===== src/ert_pkg.sv =====
/*
 * Constants for the event/reload timer: register indices, field positions,
 * reset values, divider taps and timing counts.
 * Assumes a 40 MHz system clock and a 32-bit AXI4-Lite register bus.
 */
`default_nettype none

package ert_pkg;

    // =====================================================================
    // Register indices; byte address is four times the index
    // =====================================================================
    localparam logic [7:0] IDX_OVF_FLAG = 8'h02;
    localparam logic [7:0] IDX_MODE_SEL = 8'h09;
    localparam logic [7:0] IDX_NIB_LOW = 8'h0a;
    localparam logic [7:0] IDX_NIB_HIGH = 8'h0b;
    localparam logic [7:0] IDX_PIN_SEL = 8'h24;
    localparam logic [7:0] IDX_EDGE_SEL = 8'h26;

    // =====================================================================
    // Field positions and reset values
    // =====================================================================
    localparam int MODE_RELOAD_BIT = 3;
    localparam logic [2:0] MODE_CLK_EXT = 3'h7;
    localparam int PIN_STOP_CANCEL_INPUT_BIT = 3;
    localparam int PIN_EVENT_BIT = 0;
    localparam int OVF_FLAG_BIT = 0;
    localparam logic [3:0] MODE_SEL_RST = 4'h0;
    localparam logic [1:0] EDGE_SEL_RST = 2'h0;
    localparam logic [3:0] NIB_LOW_RST = 4'h0;
    localparam logic [3:0] PIN_SEL_RST = 4'h0;
    localparam logic [10:0] DIV_RST = 11'h000;

    // Edge select codes
    localparam logic [1:0] EDGE_NONE = 2'h0;
    localparam logic [1:0] EDGE_RISE = 2'h1;
    localparam logic [1:0] EDGE_FALL = 2'h2;
    localparam logic [1:0] EDGE_BOTH = 2'h3;

    // =====================================================================
    // Divider taps: clock code n ticks once per 2**(tap+1) system clocks
    // =====================================================================
    localparam int DIV_W = 11;
    localparam logic [3:0] DIV_TAP [0:6] = '{4'ha, 4'h9, 4'h8, 4'h6, 4'h4, 4'h2, 4'h1};

    // =====================================================================
    // Timing
    // =====================================================================
    localparam int CLK_PERIOD_NS = 25;
    localparam int INSN_CYCLE_NS = 1000;
    localparam int MODE_DELAY_INSN = 2;
    // Least time, rounded up
    localparam int MODE_DELAY_CYC =
        (MODE_DELAY_INSN * INSN_CYCLE_NS + CLK_PERIOD_NS - 1) / CLK_PERIOD_NS;

    // AXI responses
    localparam logic [1:0] RESP_OKAY = 2'h0;
    localparam logic [1:0] RESP_SLVERR = 2'h2;

endpackage : ert_pkg

`default_nettype wire


===== src/ert_divider.sv =====
/*
 * Free-running clock divider chain and tick generator for the timer.
 * Assumes an asynchronous active-low reset already released cleanly.
 */
`timescale 1ns/10ps
`default_nettype none

module ert_divider #(
    parameter int WIDTH = ert_pkg::DIV_W
) (
    input wire logic clk_in,
    input wire logic rst_n_in,
    input wire logic halt_in,
    input wire logic [2:0] sel_in,
    output logic tick_out
);

    initial
    begin
        if (WIDTH < 11)
            $error("ert_divider: WIDTH must be at least 11");
    end

    logic [WIDTH-1:0] clock_divider_chain_q;

    // Tick when every bit up to the tap is one, i.e. the tap is about to carry
    function automatic logic tap_carry(input logic [WIDTH-1:0] v, input logic [3:0] tap);
        logic r;
        r = 1'b1;
        for (int i = 0; i < WIDTH; i++)
            if (i <= int'(tap))
                r = r & v[i];
        return r;
    endfunction : tap_carry

    always_ff @(posedge clk_in or negedge rst_n_in)
    begin
        if (!rst_n_in)
            clock_divider_chain_q <= WIDTH'(ert_pkg::DIV_RST);
        else if (!halt_in)
            clock_divider_chain_q <= clock_divider_chain_q + WIDTH'(1);
    end

    always_comb
    begin
        if (halt_in || sel_in == ert_pkg::MODE_CLK_EXT)
            tick_out = 1'b0;
        else
            tick_out = tap_carry(clock_divider_chain_q, ert_pkg::DIV_TAP[sel_in]);
    end

endmodule : ert_divider

`default_nettype wire


===== src/ert_edge_detect.sv =====
/*
 * Edge detector for the event count input.
 * Assumes the pin is already synchronous to the system clock.
 */
`timescale 1ns/10ps
`default_nettype none

module ert_edge_detect (
    input wire logic clk_in,
    input wire logic rst_n_in,
    input wire logic pin_in,
    input wire logic enable_in,
    input wire logic [1:0] edge_sel_in,
    output logic pulse_out
);

    logic prev_q;
    logic rise;
    logic fall;

    // Sampled once per system clock so one edge yields one pulse
    always_ff @(posedge clk_in or negedge rst_n_in)
    begin
        if (!rst_n_in)
            prev_q <= 1'b0;
        else
            prev_q <= pin_in;
    end

    assign rise = pin_in & ~prev_q;
    assign fall = ~pin_in & prev_q;

    always_comb
    begin
        pulse_out = 1'b0;
        if (enable_in)
        begin
            unique case (edge_sel_in)
                ert_pkg::EDGE_NONE: pulse_out = 1'b0;
                ert_pkg::EDGE_RISE: pulse_out = rise;
                ert_pkg::EDGE_FALL: pulse_out = fall;
                ert_pkg::EDGE_BOTH: pulse_out = rise | fall;
            endcase
        end
    end

endmodule : ert_edge_detect

`default_nettype wire


===== src/ert_timer.sv =====
/*
 * 8-bit event/reload timer with prescaler and AXI4-Lite register slave.
 * Assumes inputs synchronous to clk_sys_in and a bus master that keeps
 * at most one read and one write outstanding.
 */
// Added by the designer: register access over AXI4-Lite.
// Summary of operation
// - 11-bit prescaler supplies timer clock choices
// - Reset clears prescaler; restarts after release
// - Prescaler halts only in reset or stop
// - 8-bit counter: free, reload, event modes
// - Mode one picks reload and count clock
// - Increment per clock; all-ones wraps overflow
// - Overflow reloads preload or restarts zero
// - Overflow sets flag; software write clears
// - Event mode counts chosen pin edges
// - Mode one resets zero, applies after delay
// - Edge select two bits, resets zero
// - Low preload nibble resets zero
// - Low nibble write leaves counter unchanged
// - High nibble write loads whole counter
// - High-only write reuses stored low nibble
// - Pin select bits 3 and 0 route pins
// - High read latches low for later
`timescale 1ns/10ps
`default_nettype none

module ert_timer #(
    parameter int ADDR_W = 8
) (
    input wire logic clk_sys_in,
    input wire logic resetn_in,
    input wire logic stop_mode_in,
    input wire logic event_count_input_in,
    input wire logic [ADDR_W-1:0] s_axi_awaddr_in,
    input wire logic s_axi_awvalid_in,
    output logic s_axi_awready_out,
    input wire logic [31:0] s_axi_wdata_in,
    input wire logic [3:0] s_axi_wstrb_in,
    input wire logic s_axi_wvalid_in,
    output logic s_axi_wready_out,
    output logic [1:0] s_axi_bresp_out,
    output logic s_axi_bvalid_out,
    input wire logic s_axi_bready_in,
    input wire logic [ADDR_W-1:0] s_axi_araddr_in,
    input wire logic s_axi_arvalid_in,
    output logic s_axi_arready_out,
    output logic [31:0] s_axi_rdata_out,
    output logic [1:0] s_axi_rresp_out,
    output logic s_axi_rvalid_out,
    input wire logic s_axi_rready_in,
    output logic overflow_request_flag_out,
    output logic stop_cancel_pin_select_out,
    output logic event_pin_select_out
);

    initial
    begin
        if (ADDR_W < 8 || ADDR_W > 32)
            $error("ert_timer: ADDR_W must be 8 to 32");
    end

    // =====================================================================
    // Reset release
    // =====================================================================
    logic [1:0] rst_sync_q;
    logic rst_n;

    always_ff @(posedge clk_sys_in or negedge resetn_in)
    begin
        if (!resetn_in)
            rst_sync_q <= 2'b00;
        else
            rst_sync_q <= {rst_sync_q[0], 1'b1};
    end

    assign rst_n = rst_sync_q[1];

    // Register index from a byte address; low two bits ignored
    function automatic logic [7:0] reg_index(input logic [ADDR_W-1:0] a);
        logic [ADDR_W-1:0] s;
        s = a >> 2;
        if (|(s >> 8))
            return 8'hff;
        return s[7:0];
    endfunction : reg_index

    // =====================================================================
    // Write channel
    // =====================================================================
    logic aw_have_q;
    logic w_have_q;
    logic [7:0] wr_idx_q;
    logic [3:0] wr_nib_q;
    logic wr_lane_q;
    logic wr_fire;
    logic wr_mapped;

    assign wr_fire = aw_have_q && w_have_q && !s_axi_bvalid_out;
    assign wr_mapped = wr_idx_q == ert_pkg::IDX_OVF_FLAG || wr_idx_q == ert_pkg::IDX_MODE_SEL ||
                       wr_idx_q == ert_pkg::IDX_NIB_LOW || wr_idx_q == ert_pkg::IDX_NIB_HIGH ||
                       wr_idx_q == ert_pkg::IDX_PIN_SEL || wr_idx_q == ert_pkg::IDX_EDGE_SEL;

    always_ff @(posedge clk_sys_in or negedge rst_n)
    begin
        if (!rst_n)
        begin
            aw_have_q <= 1'b0;
            s_axi_awready_out <= 1'b0;
            wr_idx_q <= 8'h00;
        end
        else if (s_axi_awvalid_in && s_axi_awready_out)
        begin
            aw_have_q <= 1'b1;
            s_axi_awready_out <= 1'b0;
            wr_idx_q <= reg_index(s_axi_awaddr_in);
        end
        else if (s_axi_bvalid_out && s_axi_bready_in)
        begin
            aw_have_q <= 1'b0;
            s_axi_awready_out <= 1'b1;
        end
        else if (!aw_have_q && !s_axi_bvalid_out)
            s_axi_awready_out <= 1'b1;
    end

    always_ff @(posedge clk_sys_in or negedge rst_n)
    begin
        if (!rst_n)
        begin
            w_have_q <= 1'b0;
            s_axi_wready_out <= 1'b0;
            wr_nib_q <= 4'h0;
            wr_lane_q <= 1'b0;
        end
        else if (s_axi_wvalid_in && s_axi_wready_out)
        begin
            w_have_q <= 1'b1;
            s_axi_wready_out <= 1'b0;
            wr_nib_q <= s_axi_wdata_in[3:0];
            wr_lane_q <= s_axi_wstrb_in[0];
        end
        else if (s_axi_bvalid_out && s_axi_bready_in)
        begin
            w_have_q <= 1'b0;
            s_axi_wready_out <= 1'b1;
        end
        else if (!w_have_q && !s_axi_bvalid_out)
            s_axi_wready_out <= 1'b1;
    end

    always_ff @(posedge clk_sys_in or negedge rst_n)
    begin
        if (!rst_n)
        begin
            s_axi_bvalid_out <= 1'b0;
            s_axi_bresp_out <= ert_pkg::RESP_OKAY;
        end
        else if (wr_fire)
        begin
            s_axi_bvalid_out <= 1'b1;
            s_axi_bresp_out <= wr_mapped ? ert_pkg::RESP_OKAY : ert_pkg::RESP_SLVERR;
        end
        else if (s_axi_bready_in)
            s_axi_bvalid_out <= 1'b0;
    end

    // Byte lane 0 carries every nibble; writes without it store nothing
    logic wr_en;
    assign wr_en = wr_fire && wr_lane_q;

    // =====================================================================
    // Software registers
    // =====================================================================
    logic [3:0] mode_pending_q;
    logic [3:0] count_mode_select_q;
    logic [6:0] mode_delay_q;
    logic mode_wait_q;
    logic [1:0] event_edge_select_q;
    logic [3:0] preload_low_nibble_q;
    logic [3:0] preload_high_nibble_q;
    logic [3:0] shared_pin_function_select_q;

    localparam logic [6:0] MODE_DELAY = 7'(ert_pkg::MODE_DELAY_CYC);

    // New mode only steers the counter once the delay runs out
    always_ff @(posedge clk_sys_in or negedge rst_n)
    begin
        if (!rst_n)
        begin
            mode_pending_q <= ert_pkg::MODE_SEL_RST;
            count_mode_select_q <= ert_pkg::MODE_SEL_RST;
            mode_delay_q <= 7'h00;
            mode_wait_q <= 1'b0;
        end
        else if (wr_en && wr_idx_q == ert_pkg::IDX_MODE_SEL)
        begin
            mode_pending_q <= wr_nib_q;
            mode_delay_q <= MODE_DELAY - 7'h01;
            mode_wait_q <= 1'b1;
        end
        else if (mode_wait_q)
        begin
            if (mode_delay_q == 7'h00)
            begin
                count_mode_select_q <= mode_pending_q;
                mode_wait_q <= 1'b0;
            end
            else
                mode_delay_q <= mode_delay_q - 7'h01;
        end
    end

    always_ff @(posedge clk_sys_in or negedge rst_n)
    begin
        if (!rst_n)
            event_edge_select_q <= ert_pkg::EDGE_SEL_RST;
        else if (wr_en && wr_idx_q == ert_pkg::IDX_EDGE_SEL)
            event_edge_select_q <= wr_nib_q[1:0];
    end

    always_ff @(posedge clk_sys_in or negedge rst_n)
    begin
        if (!rst_n)
            preload_low_nibble_q <= ert_pkg::NIB_LOW_RST;
        else if (wr_en && wr_idx_q == ert_pkg::IDX_NIB_LOW)
            preload_low_nibble_q <= wr_nib_q;
    end

    // High nibble has no defined reset value, so it is left unreset
    always_ff @(posedge clk_sys_in)
    begin
        if (wr_en && wr_idx_q == ert_pkg::IDX_NIB_HIGH)
            preload_high_nibble_q <= wr_nib_q;
    end

    always_ff @(posedge clk_sys_in or negedge rst_n)
    begin
        if (!rst_n)
            shared_pin_function_select_q <= ert_pkg::PIN_SEL_RST;
        else if (wr_en && wr_idx_q == ert_pkg::IDX_PIN_SEL)
            shared_pin_function_select_q <= wr_nib_q;
    end

    always_ff @(posedge clk_sys_in or negedge rst_n)
    begin
        if (!rst_n)
        begin
            stop_cancel_pin_select_out <= 1'b0;
            event_pin_select_out <= 1'b0;
        end
        else
        begin
            stop_cancel_pin_select_out <= shared_pin_function_select_q[ert_pkg::PIN_STOP_CANCEL_INPUT_BIT];
            event_pin_select_out <= shared_pin_function_select_q[ert_pkg::PIN_EVENT_BIT];
        end
    end

    // =====================================================================
    // Count clock sources
    // =====================================================================
    logic div_tick;
    logic event_tick;
    logic count_tick;
    logic ext_sel;

    assign ext_sel = count_mode_select_q[2:0] == ert_pkg::MODE_CLK_EXT;

    ert_divider #(
        .WIDTH(ert_pkg::DIV_W)
    ) u_divider (
        .clk_in(clk_sys_in),
        .rst_n_in(rst_n),
        .halt_in(stop_mode_in),
        .sel_in(count_mode_select_q[2:0]),
        .tick_out(div_tick)
    );

    // Pin only counts while it is routed to the timer
    ert_edge_detect u_edge (
        .clk_in(clk_sys_in),
        .rst_n_in(rst_n),
        .pin_in(event_count_input_in),
        .enable_in(ext_sel && shared_pin_function_select_q[ert_pkg::PIN_EVENT_BIT]),
        .edge_sel_in(event_edge_select_q),
        .pulse_out(event_tick)
    );

    assign count_tick = ext_sel ? event_tick : div_tick;

    // =====================================================================
    // Counter and overflow flag
    // =====================================================================
    logic [7:0] eight_bit_counter_q;
    logic load_now;
    logic overflow;

    assign load_now = wr_en && wr_idx_q == ert_pkg::IDX_NIB_HIGH;
    assign overflow = count_tick && !load_now && eight_bit_counter_q == 8'hff;

    always_ff @(posedge clk_sys_in or negedge rst_n)
    begin
        if (!rst_n)
            eight_bit_counter_q <= 8'h00;
        else if (load_now)
            eight_bit_counter_q <= {wr_nib_q, preload_low_nibble_q};
        else if (overflow)
        begin
            if (count_mode_select_q[ert_pkg::MODE_RELOAD_BIT])
                eight_bit_counter_q <= {preload_high_nibble_q, preload_low_nibble_q};
            else
                eight_bit_counter_q <= 8'h00;
        end
        else if (count_tick)
            eight_bit_counter_q <= eight_bit_counter_q + 8'h01;
    end

    // Set wins over a clearing write in the same cycle
    always_ff @(posedge clk_sys_in or negedge rst_n)
    begin
        if (!rst_n)
            overflow_request_flag_out <= 1'b0;
        else if (overflow)
            overflow_request_flag_out <= 1'b1;
        else if (wr_en && wr_idx_q == ert_pkg::IDX_OVF_FLAG)
            overflow_request_flag_out <= wr_nib_q[ert_pkg::OVF_FLAG_BIT];
    end

    // =====================================================================
    // Read channel
    // =====================================================================
    logic [7:0] rd_idx;
    logic [3:0] count_read_low_nibble_q;
    logic rd_take;

    assign rd_idx = reg_index(s_axi_araddr_in);
    assign rd_take = s_axi_arvalid_in && s_axi_arready_out;

    // Low half frozen at the high-half read so the pair is coherent
    always_ff @(posedge clk_sys_in or negedge rst_n)
    begin
        if (!rst_n)
            count_read_low_nibble_q <= 4'h0;
        else if (rd_take && rd_idx == ert_pkg::IDX_NIB_HIGH)
            count_read_low_nibble_q <= eight_bit_counter_q[3:0];
    end

    always_ff @(posedge clk_sys_in or negedge rst_n)
    begin
        if (!rst_n)
        begin
            s_axi_arready_out <= 1'b0;
            s_axi_rvalid_out <= 1'b0;
            s_axi_rdata_out <= 32'h0000_0000;
            s_axi_rresp_out <= ert_pkg::RESP_OKAY;
        end
        else if (rd_take)
        begin
            s_axi_arready_out <= 1'b0;
            s_axi_rvalid_out <= 1'b1;
            s_axi_rresp_out <= ert_pkg::RESP_OKAY;
            s_axi_rdata_out <= 32'h0000_0000;
            unique case (rd_idx)
                ert_pkg::IDX_NIB_HIGH:
                    s_axi_rdata_out <= {28'h0000000, eight_bit_counter_q[7:4]};
                ert_pkg::IDX_NIB_LOW:
                    s_axi_rdata_out <= {28'h0000000, count_read_low_nibble_q};
                ert_pkg::IDX_OVF_FLAG:
                    s_axi_rdata_out <= {31'h00000000, overflow_request_flag_out};
                ert_pkg::IDX_MODE_SEL, ert_pkg::IDX_PIN_SEL, ert_pkg::IDX_EDGE_SEL:
                    s_axi_rdata_out <= 32'h0000_0000;
                default:
                    s_axi_rresp_out <= ert_pkg::RESP_SLVERR;
            endcase
        end
        else if (s_axi_rvalid_out)
        begin
            if (s_axi_rready_in)
            begin
                s_axi_rvalid_out <= 1'b0;
                s_axi_arready_out <= 1'b1;
            end
        end
        else
            s_axi_arready_out <= 1'b1;
    end

endmodule : ert_timer

`default_nettype wire


===== config.mk =====
export PLATFORM = sky130hd
export DESIGN_NAME = ert_timer
export DESIGN_NICKNAME = d
export VERILOG_FILES = /design/src/ert_pkg.sv /design/src/ert_divider.sv /design/src/ert_edge_detect.sv /design/src/ert_timer.sv
export SDC_FILE = /design/constraint.sdc
export NUM_CORES = 1
export LEC_CHECK = 0
export ABC_AREA = 1
export BUFFER_PORTS_ARGS = -buffer_cell sky130_fd_sc_hd__buf_2
export CORE_ASPECT_RATIO = 0.6
export CORE_MARGIN = 1.5
export CORE_UTILIZATION = 58
export CTS_CLUSTER_SIZE = 10
export DETAILED_ROUTE_END_ITERATION = 10
export GPL_TIMING_DRIVEN = 1
export PLACE_DENSITY = 0.85
export SYNTH_ARGS = -nofsm -noshare
export SYNTH_HDL_FRONTEND = slang
export SYNTH_HIERARCHICAL = 1
export SYNTH_SLANG_ARGS = --single-unit

===== constraint.sdc =====
create_clock -name clk_sys_in -period 4.7 [get_ports clk_sys_in]
set_input_delay 0.94 -clock clk_sys_in [delete_from_list [all_inputs] [get_ports clk_sys_in]]
set_output_delay 0.94 -clock clk_sys_in [all_outputs]
set_load 0.005 [all_outputs]

==> impl_summary.md <==
Outcome
The run finished with clean final reports.

Timing
The post-route clock skew is 5.93 ps. Setup violations remaining at the end of the flow were counted as 0. The final total negative setup slack is 0 ps. The final critical path time including I/O delays and setup is 2280 ps. The number of pins exceeding their max-slew limit in the final report is 0. At the pin with the least slew margin, the transition time is 822 ps.

The relative max-transition margin is 45.2%. The worst path uses 48.5% of the clock period. The maximum operating frequency is 439 MHz. Setup repair after global routing left no endpoint under its margin. The number of hold violations in the final report is 0.

Die
Once the floorplan was initialized, standard cells occupied 60.3% of the core. Measured along the x axis, the die boundary spans 116 um. The die area is 0.00817 mm2.

The core region is 0.00733 mm2. The placement row count is 24. The die is 70.6 um tall. The count of pins on the block boundary is 105.

Global route
Global routing consumed, over all layers together, 25.8% of the routing resources. Entering global routing, the biggest net connects 67 pins. The via count of the first global-routing pass came to 3437. The initial antenna violation count is 0.

The residual overflow from global routing is 0. The first global-routing pass estimated 16100 um of wire.

Finish
The area of the multi-input gates is 0.00196 mm2. The most common cell after layout, fill and taps aside is sky130_fd_sc_hd__nand2_1. The synthesis-to-finish area growth is 11.9%. The library cells used most frequently in the layout, excluding fill and tap cells, are 181 x sky130_fd_sc_hd__nand2_1, 76 x sky130_fd_sc_hd__dfrtp_1, 69 x sky130_fd_sc_hd__inv_1. The total area of sequential cells is 0.00205 mm2.

The post-route non-filler standard cell count is 711. The fraction of final layout cells sized beyond drive strength 1 is 13.7%. The repair_antennas step left the layout with diodes totalling 0. The post-route cell area is 0.00495 mm2. Fill cells in the final layout number 592. The count of nets after finishing is 673.

Route
After detailed routing, the number of vias per cell comes to 5.19. For this block, the routed nets add up to 9560 um of wire. The length of the first detailed-routing pass in iterations is 5.

The remaining antenna violation count after routing is 0. After detailed routing, the number of remaining DRC violations is 0. The number of DRC violations after detailed-routing iteration 0 is 244. Dividing the detail-routed wire length by the instance count gives 13.4 um.

The via count is 3692.

Clock tree
In this run, CTS created clock tree buffers numbering 9. Post-CTS timing repair inserted 0 buffers for setup. The maximum root-to-sink buffer count is 2.

The clock reaches the later pin of the worst-skew pair after 350 ps. The H-tree depth reported by CTS is 3. After clock tree synthesis, the clock-pin slew on the worst setup and hold paths is 60 ps. TritonCTS built the clock tree. For this design, the sink count on the clock tree is 81. The cell sitting at the root of the clock tree is a sky130_fd_sc_hd__clkbuf_16. In this run, post-CTS repair resized a total of 0 instances. For this design, the CTS-stage hold fixing added 0 buffers.

Power
The power share of the combinational group is 26.8%. The switching part of the total is 36.7%. Dividing total power by cell area gives a power density of 508 mW/mm2.

The worst vdd rail ir drop is 0.000274 V. The clock network is responsible for 29.3% of the overall power. The internal power is 0.00159 W. In this run the power spent charging and discharging nets is 0.000924 W. The sequential group share of total power is 43.9%.

For this design the static power due to leakage is 2.63 nW. Power comes to 0.00252 W.

Setup path
The critical-path cell with the highest stage delay is sky130_fd_sc_hd__dfrtp_1. The setup path with the least slack is of type flop to flop. The worst setup path is captured at a flop.

The delay of the slowest cell on the worst path is 430 ps. STA puts the critical path data required time at 4980 ps. Walking the worst path, the cells encountered are inv_1, ha_1, nand2_1, nand3_1, nand2_1, nand2_1, a21oi_1, nor2_1, nand2_1, inv_1, nor2_4, nand2_2, o21ai_0, inv_1, nand2_1. The nature of the critical path startpoint is a flop. The most used cell along the critical path is sky130_fd_sc_hd__nand2_1.

The endpoint arrival time on the critical path is 2560 ps. Of all nets on the critical path, the largest fanout is 6.

Worst hold path
The min-delay analysis places its worst path in the category flop to async pin.

Flow run
The count of maximum capacitance violations is 0.

Synthesis
The synthesized-area fraction occupied by xor and xnor cells is 2.38%. The combinational family with the most area after synthesis is simple AND/OR/NAND/NOR gates. Summing the areas of all compound-gate instances in the mapped netlist gives 6.20% of the synthesized area.

The synthesized area per cell is 7.99 um2. The synthesized netlist devotes 2.83% of its cell area to adder and majority cells. The simple-gate share of the synthesized area is 30.4%. Of all cell types, the one taking the most synthesized area is sky130_fd_sc_hd__dfrtp_1.

By area the synthesized netlist is led by sky130_fd_sc_hd__dfrtp_1 44%, sky130_fd_sc_hd__nand2_1 15%, sky130_fd_sc_hd__inv_1 5.9%. The top cell type by area accounts for 43.6% of the synthesized area. Measured against the total synthesized area, the mux share comes to 0%. The synthesized netlist contains 31 unique library cells.

The synthesized design contains 81 register bits. Counting every instance in the synthesized netlist gives 553. During synthesis, Yosys emitted a total of 6 warnings.

Of the synthesized area, sequential elements account for 46.3%. The post-synthesis cell area is 0.00442 mm2.

Placed design
The cell area after placement is 0.00463 mm2. The weighted congestion reported at the end of routability-driven placement is 0.948. The detailed placement HPWL is 7000 um. The count of input and output buffers is 39. Once placement completed, the tool counted placed cells totaling 695.
## worst max-delay path: cells and delay by family (launching register included)
kind	cells	cell delay, ps
compound gates	2	360
fa+ha+maj	1	300
buf+inv	3	250
flops	1	430
simple gates	9	860
## kinds of logic (layout without fill, tap and decap cells)
kind of cell    Yosys count  after routing
simple gates            287            287
buf+inv                 107            132
flops                    81             81
compound gates           54             54
xor+xnor                 12             12
fa+ha+maj                10             10
other cells               2             31
## synthesized netlist by cell type, drive strengths merged
cell type / count
nand2: 185
dfrtp: 77
inv: 73
nor2: 46
o21ai: 45
nand3: 37
buf: 31
nand4: 12
ha: 10
a21oi: 7
xor2: 7
nand3b: 5
xnor2: 5
edfxtp: 4
clkinv: 3
conb: 2
nor3: 1
o211ai: 1
o22ai: 1
or2: 1
## per-layer routing
metal  wire length, um  GRT usage, %
met1              4270          35.4
met2              4280          38.9
met3               851          9.77
met4               158          6.91
met5                 0             0
## cell type report
cell class | instances | area share, %
timing repair buffer | 40 | 4.10
clock inverter | 4 | 0.986
tap | 104 | 2.63
clock buffer | 12 | 5.41
multi-input combinational | 394 | 39.7
sequential | 81 | 41.4
inverter | 76 | 5.77
## flip-flops by register name, indices dropped and copies added, names as in the netlist, 2 cells and up
signal / flops
u_divider/clock_divider_chain_q: 11
eight_bit_counter_q: 8
mode_delay_q: 7
wr_idx_q: 6
count_mode_select_q: 4
count_read_low_nibble_q: 4
mode_pending_q: 4
preload_high_nibble_q: 4
preload_low_nibble_q: 4
s_axi_rdata_out: 4
wr_nib_q: 4
event_edge_select_q: 2
rst_sync_q: 2
shared_pin_function_select_q: 2
## path summary, 6_finish.rpt
| kind | start | endpoint | slack, ps | cells past startpoint |
|---|---|---|---|---|
| worst min register to register | rst_sync_q[1] | mode_delay_q[0] | 110 | 0 |
| worst max register to register | count_mode_select_q[1] | eight_bit_counter_q[1] | 2420 | 15 |
| worst max-delay path | count_mode_select_q[1] | eight_bit_counter_q[1] | 2420 | 15 |
| worst min-delay path | rst_sync_q[1] | mode_delay_q[0] | 110 | 0 |
| min in group clk_sys_in | rst_sync_q[0] | rst_sync_q[1] | 360 | 0 |
| max in group asynchronous | rst_sync_q[1] | wr_idx_q[2] | 3520 | 1 |
## per-stage QoR
step,worst slack [ps],utilization [%],hold WS (ps)
after CTS,2450,67.5,121
final,2420,67.5,114
after global placement,2210,63.2,116
after floorplan,2400,-,331
after detailed placement,2130,63.2,117
after global routing,2230,67.5,139
## power groups by stage
stage | Clock [W] | Sequential, W | Combinational [W]
after floorplan | 0 | 0.00107 | 0.000491
after global placement | 0 | 0.00109 | 0.000618
after detailed placement | 0 | 0.00111 | 0.000663
after CTS | 0.000749 | 0.00110 | 0.000671
after global routing | 0.000780 | 0.00113 | 0.000762
final | 0.000736 | 0.00111 | 0.000673
Power figures use the tool's default switching activity.
